$ cat src/rtl/tgm_consts.svh
// Register indices, field positions, reset values and sizes for the transmit gate mute block
`ifndef TGM_CONSTS_SVH
`define TGM_CONSTS_SVH
`define TGM_ADDR_W 12
`define TGM_IDX_W 10
`define TGM_IDX_TX_GATE 10'h03f
`define TGM_IDX_CAL_DIV 10'h050
`define TGM_IDX_STATUS 10'h040
`define TGM_TX_GATE_RESET 8'h00
`define TGM_CAL_DIV_RESET 8'h28
`define TGM_BIT_MUTE_ONE 5
`define TGM_BIT_MUTE_ZERO 4
`define TGM_CAL_DIV_LSB 0
`define TGM_CAL_DIV_MSB 3
`define TGM_BIT_ST_MUTED_ZERO 0
`define TGM_BIT_ST_MUTED_ONE 1
`define TGM_BIT_ST_PIN_ZERO 2
`define TGM_BIT_ST_PIN_ONE 3
`define TGM_SAMPLE_W 16
`endif

$ cat src/rtl/tgm_pkg.sv
// Types shared by the transmit gate mute block
`default_nettype none
package tgm_pkg;
  typedef logic [7:0] tgm_byte_t;
  typedef logic [15:0] tgm_sample_t;
  typedef enum logic [1:0] {
    TGM_REG_NONE = 2'h0,
    TGM_REG_GATE = 2'h1,
    TGM_REG_CAL_DIV = 2'h3,
    TGM_REG_STATUS = 2'h2
  } tgm_reg_t;
endpackage : tgm_pkg
`default_nettype wire

$ cat src/rtl/tgm_top.sv
// Transmit gate mute control: APB register bank and per-converter output muting
`include "tgm_consts.svh"
`timescale 1ns/1ns
`default_nettype none

module tgm_top import tgm_pkg::*; (
  // Clock and reset
  input wire logic pclk,
  input wire logic presetn,
  // APB slave
  input wire logic psel,
  input wire logic penable,
  input wire logic pwrite,
  input wire logic [`TGM_ADDR_W-1:0] paddr,
  input wire logic [31:0] pwdata,
  input wire logic [3:0] pstrb,
  output logic [31:0] prdata,
  output logic pready,
  output logic pslverr,
  // Transmit gate pins
  input wire logic transmit_gate_pin_zero,
  input wire logic transmit_gate_pin_one,
  // Datapath samples
  input wire logic [`TGM_SAMPLE_W-1:0] converter_zero_in,
  input wire logic [`TGM_SAMPLE_W-1:0] converter_one_in,
  output logic [`TGM_SAMPLE_W-1:0] converter_zero_out,
  output logic [`TGM_SAMPLE_W-1:0] converter_one_out,
  // Calibration divider setting for the calibration engine
  output logic [3:0] cal_clk_div_setting
);

  function automatic tgm_reg_t tgm_decode(input logic [`TGM_ADDR_W-1:0] a);
    tgm_reg_t r;
    r = TGM_REG_NONE;
    if (a == {`TGM_IDX_TX_GATE, 2'b00}) r = TGM_REG_GATE;
    if (a == {`TGM_IDX_CAL_DIV, 2'b00}) r = TGM_REG_CAL_DIV;
    if (a == {`TGM_IDX_STATUS, 2'b00}) r = TGM_REG_STATUS;
    return r;
  endfunction : tgm_decode

  tgm_byte_t transmit_gate_control;
  tgm_byte_t calibration_clock_divider;
  tgm_byte_t status_byte;
  tgm_byte_t read_byte;
  tgm_reg_t access_reg;
  logic setup_phase;
  logic access_phase;
  logic write_strobe;
  logic mute_select_converter_zero;
  logic mute_select_converter_one;
  logic [1:0] gate_pin;
  logic [1:0] mute_select;
  logic [1:0] pin_seen;
  logic [1:0] muted;
  tgm_sample_t din [2];
  tgm_sample_t dout [2];

  // Bus decode; zero wait states, so the access phase always completes
  assign setup_phase = psel & ~penable;
  assign access_phase = psel & penable;
  assign access_reg = tgm_decode(paddr);
  assign write_strobe = access_phase & pwrite & pstrb[0];
  assign pready = 1'b1;
  assign pslverr = access_phase & (access_reg == TGM_REG_NONE);

  // Only byte lane 0 holds data; other lanes are ignored
  always_ff @(posedge pclk or negedge presetn) begin
    if (!presetn) begin
      transmit_gate_control <= `TGM_TX_GATE_RESET;
      calibration_clock_divider <= `TGM_CAL_DIV_RESET;
    end else if (write_strobe) begin
      if (access_reg == TGM_REG_GATE) transmit_gate_control <= pwdata[7:0];
      if (access_reg == TGM_REG_CAL_DIV) calibration_clock_divider <= pwdata[7:0];
    end
  end

  assign mute_select_converter_one = transmit_gate_control[`TGM_BIT_MUTE_ONE];
  assign mute_select_converter_zero = transmit_gate_control[`TGM_BIT_MUTE_ZERO];
  assign cal_clk_div_setting = calibration_clock_divider[`TGM_CAL_DIV_MSB:`TGM_CAL_DIV_LSB];

  assign status_byte = {4'h0, pin_seen[1], pin_seen[0], muted[1], muted[0]};
  assign read_byte = (access_reg == TGM_REG_GATE) ? transmit_gate_control :
                     (access_reg == TGM_REG_CAL_DIV) ? calibration_clock_divider :
                     (access_reg == TGM_REG_STATUS) ? status_byte : 8'h00;

  // Read data captured in setup so it is stable for the whole access phase
  always_ff @(posedge pclk or negedge presetn) begin
    if (!presetn) prdata <= 32'h0000_0000;
    else if (setup_phase && !pwrite) prdata <= {24'h00_0000, read_byte};
  end

  assign gate_pin = {transmit_gate_pin_one, transmit_gate_pin_zero};
  assign mute_select = {mute_select_converter_one, mute_select_converter_zero};
  assign din[0] = converter_zero_in;
  assign din[1] = converter_one_in;

  // One register stage per converter; the mute costs no extra latency over the data
  genvar g;
  generate
    for (g = 0; g < 2; g++) begin : gen_conv
      logic mute_now;
      tgm_sample_t next_out;
      assign mute_now = mute_select[g] & ~gate_pin[g];
      assign next_out = mute_now ? '0 : din[g];
      always_ff @(posedge pclk or negedge presetn) begin
        if (!presetn) begin
          dout[g] <= '0;
        end else begin
          dout[g] <= next_out;
        end
      end
    end
  endgenerate

  // Status flags in one process so each vector has a single driver
  always_ff @(posedge pclk or negedge presetn) begin
    if (!presetn) begin
      pin_seen <= 2'b11;
      muted <= 2'b00;
    end else begin
      pin_seen <= gate_pin;
      muted <= mute_select & ~gate_pin;
    end
  end

  assign converter_zero_out = dout[0];
  assign converter_one_out = dout[1];
endmodule : tgm_top

`default_nettype wire

$ cat config.mk
export PLATFORM = sky130hd
export DESIGN_NAME = tgm_top
export DESIGN_NICKNAME = d
export VERILOG_FILES = /design/src/rtl/tgm_pkg.sv /design/src/rtl/tgm_top.sv
export VERILOG_INCLUDE_DIRS = /design/src /design/src/rtl
export SDC_FILE = /design/constraint.sdc
export NUM_CORES = 1
export LEC_CHECK = 0
export ABC_AREA = 0
export BUFFER_PORTS_ARGS = -buffer_cell sky130_fd_sc_hd__buf_2
export CORE_UTILIZATION = 46
export DETAILED_ROUTE_END_ITERATION = 12
export HOLD_SLACK_MARGIN = 0.15
export PLACE_DENSITY = 0.85
export SLEW_MARGIN = 0
export SYNTH_ARGS = -nofsm -noshare
export SYNTH_HDL_FRONTEND = slang
export SYNTH_SLANG_ARGS = --single-unit
$ cat constraint.sdc
create_clock -name pclk -period 2.51 [get_ports pclk]
set_clock_uncertainty 0.15 [all_clocks]
set_input_delay 0.1255 -clock pclk [delete_from_list [all_inputs] [get_ports pclk]]
set_output_delay 0.1255 -clock pclk [all_outputs]
set_load 0.005 [all_outputs]
# Word-level counts from Yosys, hierarchy flattened
# Index checks and enable logic that the tools add are counted.
[classes]
mux = 8
shift = 0
multipliers = 0
reduce_logical = 5
n_eq_ne = 6
bitwise = 12
magnitude_cmp = 0
div = 0
add_sub_neg = 0
[op_table]
columns = ["operator", "n"]
rows = [
  ["2-to-1 mux 16 bit", 2],
  ["== test 12 x 9 -> 1 bit, second input constant", 2],
  ["2-to-1 mux 8 bit", 2],
  ["== test 12 x 8 -> 1 bit, second input constant", 1],
  ["bitwise AND 1 bit", 7],
  ["== test 2 bit, second input constant", 2],
  ["2-to-1 mux 2 bit", 2],
  ["2-to-1 mux 4 bit", 1],
  ["AND reduction 2 bit", 2],
  ["inverter 1 bit", 3],
  ["bitwise AND 2 bit", 1],
  ["== test 2 x 1 -> 1 bit, second input constant", 1],
  ["logical NOT 2 bit", 1],
  ["inverter 2 bit", 1],
  ["logical AND 1 bit", 1],
  ["logical NOT 1 bit", 1],
  ["2-to-1 mux 1 bit", 1],
]
[totals]
inputBits = 87
latch_bits = 0
n_memories = 0
out_inout_bits = 70
regBits = 60
mem_bits_ro = 0
wordCells = 38
ram_bits = 0

# Longest topological paths before layout
[logic_depth]
word_depth = 8
mapped_depth = 6
mapped_depth_nobuf = 4

# Worst setup path after synthesis
# Ideal clock, no wire load.
[synth_path]
kind = "input to register"
startpoint = "input port paddr[0]"
endpoint = "register calibration_clock_divider[0]"
setup_ps = 125
setup_slack_ps = 528
required_time_ps = 2235
stages = 4
arrival_ps = 1707
n_path_buf = 0
path_cell_list = "or4_4 nor4b_4 nor3b_4 mux2_2"
[synth_via]
elab_chain_cells = 6
elab_cells_between_ends = 8
cone_classes = "4 x eq/ne; 3 x mux; 1 x reduce/logical"
[synth_rtl]
columns = ["item", "line", "rtl"]
rows = [
  ["start: declaration", "tgm_top.sv:14", "input wire logic [`TGM_ADDR_W-1:0] paddr,"],
  ["== test 12 x 8 -> 1 bit", "tgm_top.sv:35", "if (a == {`TGM_IDX_TX_GATE, 2'b00}) r = TGM_REG_GATE;"],
  ["2-to-1 mux 1 bit", "tgm_top.sv:35", ""],
  ["2-to-1 mux 2 bit", "tgm_top.sv:36", "if (a == {`TGM_IDX_CAL_DIV, 2'b00}) r = TGM_REG_CAL_DIV;"],
  ["2-to-1 mux 2 bit *", "tgm_top.sv:37", "if (a == {`TGM_IDX_STATUS, 2'b00}) r = TGM_REG_STATUS;"],
  ["== test 2 bit *", "tgm_top.sv:73", "if (access_reg == TGM_REG_CAL_DIV) calibration_clock_divider <= pwdata[7:0];"],
  ["AND reduction 2 bit (no line) *", "n/a", ""],
  ["end signal: assignment", "tgm_top.sv:70", "calibration_clock_divider <= `TGM_CAL_DIV_RESET;"],
  ["end signal: assignment", "tgm_top.sv:73", ""],
  ["end: declaration", "tgm_top.sv:42", "tgm_byte_t calibration_clock_divider;"],
]
# Mark *: on every way between the ends. The rest lies on a longest branch, timed or not.
# A chain may end at the register's enable or synchronous reset.

# Final worst setup path
[layout_path]
startpoint = "input port pwrite"
endpoint = "register prdata[1]"
[layout_via]
elab_chain_cells = 2
[layout_rtl]
columns = ["item", "line", "rtl"]
rows = [
  ["start: declaration", "tgm_top.sv:13", "input wire logic pwrite,"],
  ["logical NOT 1 bit", "tgm_top.sv:89", "else if (setup_phase && !pwrite) prdata <= {24'h00_0000, read_byte};"],
  ["logical AND 1 bit", "tgm_top.sv:89", ""],
  ["end signal: assignment", "tgm_top.sv:89", ""],
  ["end: declaration", "tgm_top.sv:17", "output logic [31:0] prdata,"],
]
# Every way passes these cells.

==> metrics.csv <==
stage;metric;value;unit
routing;postRouteAntennaNets;0;
routing;finalWirelength;5931;µm
cells_and_area;n_antenna_cell;0;
worst_setup_path;crit_arrival;2530;ps
floorplan;io_pins;157;
worst_setup_path;r2r_end;prdata[1]$_DFFE_PN0P_;
global_routing;grt_pass1_wl;8700;µm
min_path;min_to;prdata[2]$_DFFE_PN0P_;
routing;drt_iter0_markers;105;
floorplan;die_h;75.68;µm
synth;synth_cell_types;31;
global_routing;grtUsageTotal;0.2161;
worst_setup_path;criticalPathCategory;in -> reg;
place;portBuffers;104;
cells_and_area;final_layout_size_suffix_gt1_frac;0.4294;
global_routing;first_global_vias;2020;
clock_network;clk_latency;330;ps
min_path;hp-class;in -> reg;
clock_network;clkTransAtPathRegs;70;ps
synth;avgSynthCellArea;12.81;µm²
place;place_congestion;0.8208;
clock_network;cts_tree;built;
place;hpwl;3564;µm
place;placed_cell_area;2982;µm²
power_and_ir_drop;leakagePower;1.878;nW
worst_setup_path;cpLargestDelayFamily;buffers and inverters;
clock_network;htreeDepth;3;
timing;hold_viol;0;
timing;fmax;416.2;MHz
timing;relSlewSlack;0.5171;
synth;synth.area.top_cells;dfrtp_1 56%, buf_4 8.7%, and2_1 8.0%, mux2_2 7.2%, dfstp_2 4.2%;
clock_network;clkSinkCount;60;
synth;synth_cells;195;
worst_setup_path;reg2reg_depth;3;
routing;wl_per_cell;13.76;µm
floorplan;die_area;5727;µm²
synth;synth_top_area_frac;0.5611;
timing;layout_min_cycle_time;2403;ps
power_and_ir_drop;cellPowerDensity;556.3;nW/µm²
global_routing;antenna_found_initial;0;
synth;synth.most_common_cell;dfrtp_1;
floorplan;die_w;75.68;µm
clock_network;clock_path_buffers;2;
worst_setup_path;r2r_start;prdata[1]$_DFFE_PN0P_;
power_and_ir_drop;worst_ir_drop_vdd;0.5289;mV
clock_network;numCtsBuffers;9;
status;run_status;complete, no violations;
timing;period_share;0.9573;
worst_setup_path;r2r_slack;1040;ps
min_path;whs_path_depth;5;
flow_run;drv_cap;0;
routing;dr.pass1.iters;4;
min_path;hold_start;paddr[2];
floorplan;initial_core_util;0.4828;
worst_setup_path;endpoint_kind;register;
global_routing;grt_overflow;0;
routing;drc;0;
timing;finalSetupTns;0;ps
synth;syn_area;2497;µm²
floorplan;core-area;5172;µm²
cells_and_area;fin_nets;443;
routing;viasPerCell;4.573;
synth;synth_top_area_cell;dfrtp_1;
cells_and_area;area_delta_synth_final;48.55;%
synth;yosys_warnings;0;
synth;synth.top_cells.by_count;56 x dfrtp_1, 32 x and2_1, 29 x buf_4;
synth;ys_seq_area_frac;0.6032;
cells_and_area;stdcell_area;3710;µm²
routing;vias;1971;
synth;ys_ff_latch;60;
timing;slew_violations;0;
synth;async_flop_share;1.000;
timing;tightest_slew;724.4;ps
synth;synth-main-ff-cell;dfrtp_1;
worst_setup_path;critPathSlowestCell;or4b_2;
worst_setup_path;path_cells;dlygate4sd3_1 > buf_2 > or4b_2 > nor4_2 > buf_4 > a22oi_1 > o21ai_0 > dlygate4sd3_1;
floorplan;rows;26;
timing;finalSetupViolations;0;
global_routing;grt_start_max_net_pins;61;
worst_setup_path;cp.required;2630;ps
synth;synth_edf_count;0;
clock_network;cts-root-buf;clkbuf_8;
worst_setup_path;path_buf_inv;4;
worst_setup_path;path_max_fanout;4;
worst_setup_path;cp_common_cell;dlygate4sd3_1;
worst_setup_path;start_kind;primary input;
timing;rsz0062_at_grt;false;
worst_setup_path;max_stage_delay;620;ps
logic make-up (layout without fill, tap and decap cells):
kind of cell,after synthesis,in the layout,synth area share
simple gates,54,54,0.1493
compound gates,17,17,0.04509
mux,20,20,0.08818
buf+inv,42,185,0.1112
flops,60,60,0.6032
other cells,2,25,0.003007
registers in the layout (all words and copies together) (netlist names):
name,flops
pin_seen,2
transmit_gate_control,8
muted,2
prdata,8
converter_one_out,16
converter_zero_out,16
calibration_clock_divider,8
cell type report:
| type | count | area, µm² |
|---|---|---|
| Inverter | 8 | 30.03 |
| Fill cell | 353 | 1463 |
| Sequential cell | 60 | 1506 |
| Clock buffer | 10 | 137.6 |
| Tap cell | 70 | 87.58 |
| Timing Repair Buffer | 161 | 1074 |
| Multi-Input combinational cell | 116 | 810.8 |
| Clock inverter | 6 | 63.81 |
cells in the final DEF (no fill, tap or decap), types with 7 or more instances in the layout:
cell type      synthesis  layout
buf_4                 29       7
dlygate4sd3_1          0      50
conb_1                 2      25
o21ai_0                7       7
a22oi_1                7       7
dfrtp_1               56      56
and2_1                32      32
inv_1                  8       8
clkbuf_8               1      10
mux2_2                16      16
buf_2                  1     104
tightest hold or removal path, cell delays in order:
cell	delay [ps]
buf_2	90
nor4_1	60
nor4b_4	140
nand2_1	130
o211ai_1	110
metal layers:
metal | wire length [µm] | GRT usage
met1 | 2427 | 0.2317
met2 | 2899 | 0.3750
met3 | 484 | 0.07275
met4 | 119 | 0.1214
met5 | 0 | 0
report_power, final:
group	leakage (nW)	switching, W	internal [W]
Combinational	1.03	0.0000897	0.000120
Clock	0.0983	0.000369	0.000483
Sequential	0.750	0.00000650	0.000996
Total	1.88	0.000465	0.00160
what timing repair did:
| item | CTS | global route |
|---|---|---|
| setup buffers | 0 | 2 |
| setup endpoints to repair | 0 | 1 |
| endpoints found under the hold margin | 112 | 0 |
| resized for setup | 0 | 2 |
| hold buffers | 50 | 0 |
through the flow:
step	setup WS, ps	power (W)	utilization	std cells	hold WS (ps)
2_1_floorplan	528.4	0.001095	-	218	-320.1
3_3_place_gp	345.8	0.001160	0.5764	363	90.50
3_5_place_dp	305.6	0.001165	0.5764	363	94.77
4_1_cts	87.73	0.002075	0.7121	429	212.8
5_1_grt	13.61	0.002145	0.7172	431	229.2
6_report	107.2	0.002064	0.7172	431	209.6
worst max path at each step:
stage / start / end / cells after the start
after detailed placement: paddr[0] / calibration_clock_divider[2]$_DFFE_PN0P_ / 6
after CTS: pwrite / prdata[1]$_DFFE_PN0P_ / 8
after global routing: pwrite / prdata[1]$_DFFE_PN0P_ / 8
final: pwrite / prdata[1]$_DFFE_PN0P_ / 8
after global placement: paddr[0] / transmit_gate_control[2]$_DFFE_PN0P_ / 6
after floorplan: paddr[0] / calibration_clock_divider[0]$_DFFE_PN0P_ / 4
No activity file was read; power rests on OpenSTA's default activity.
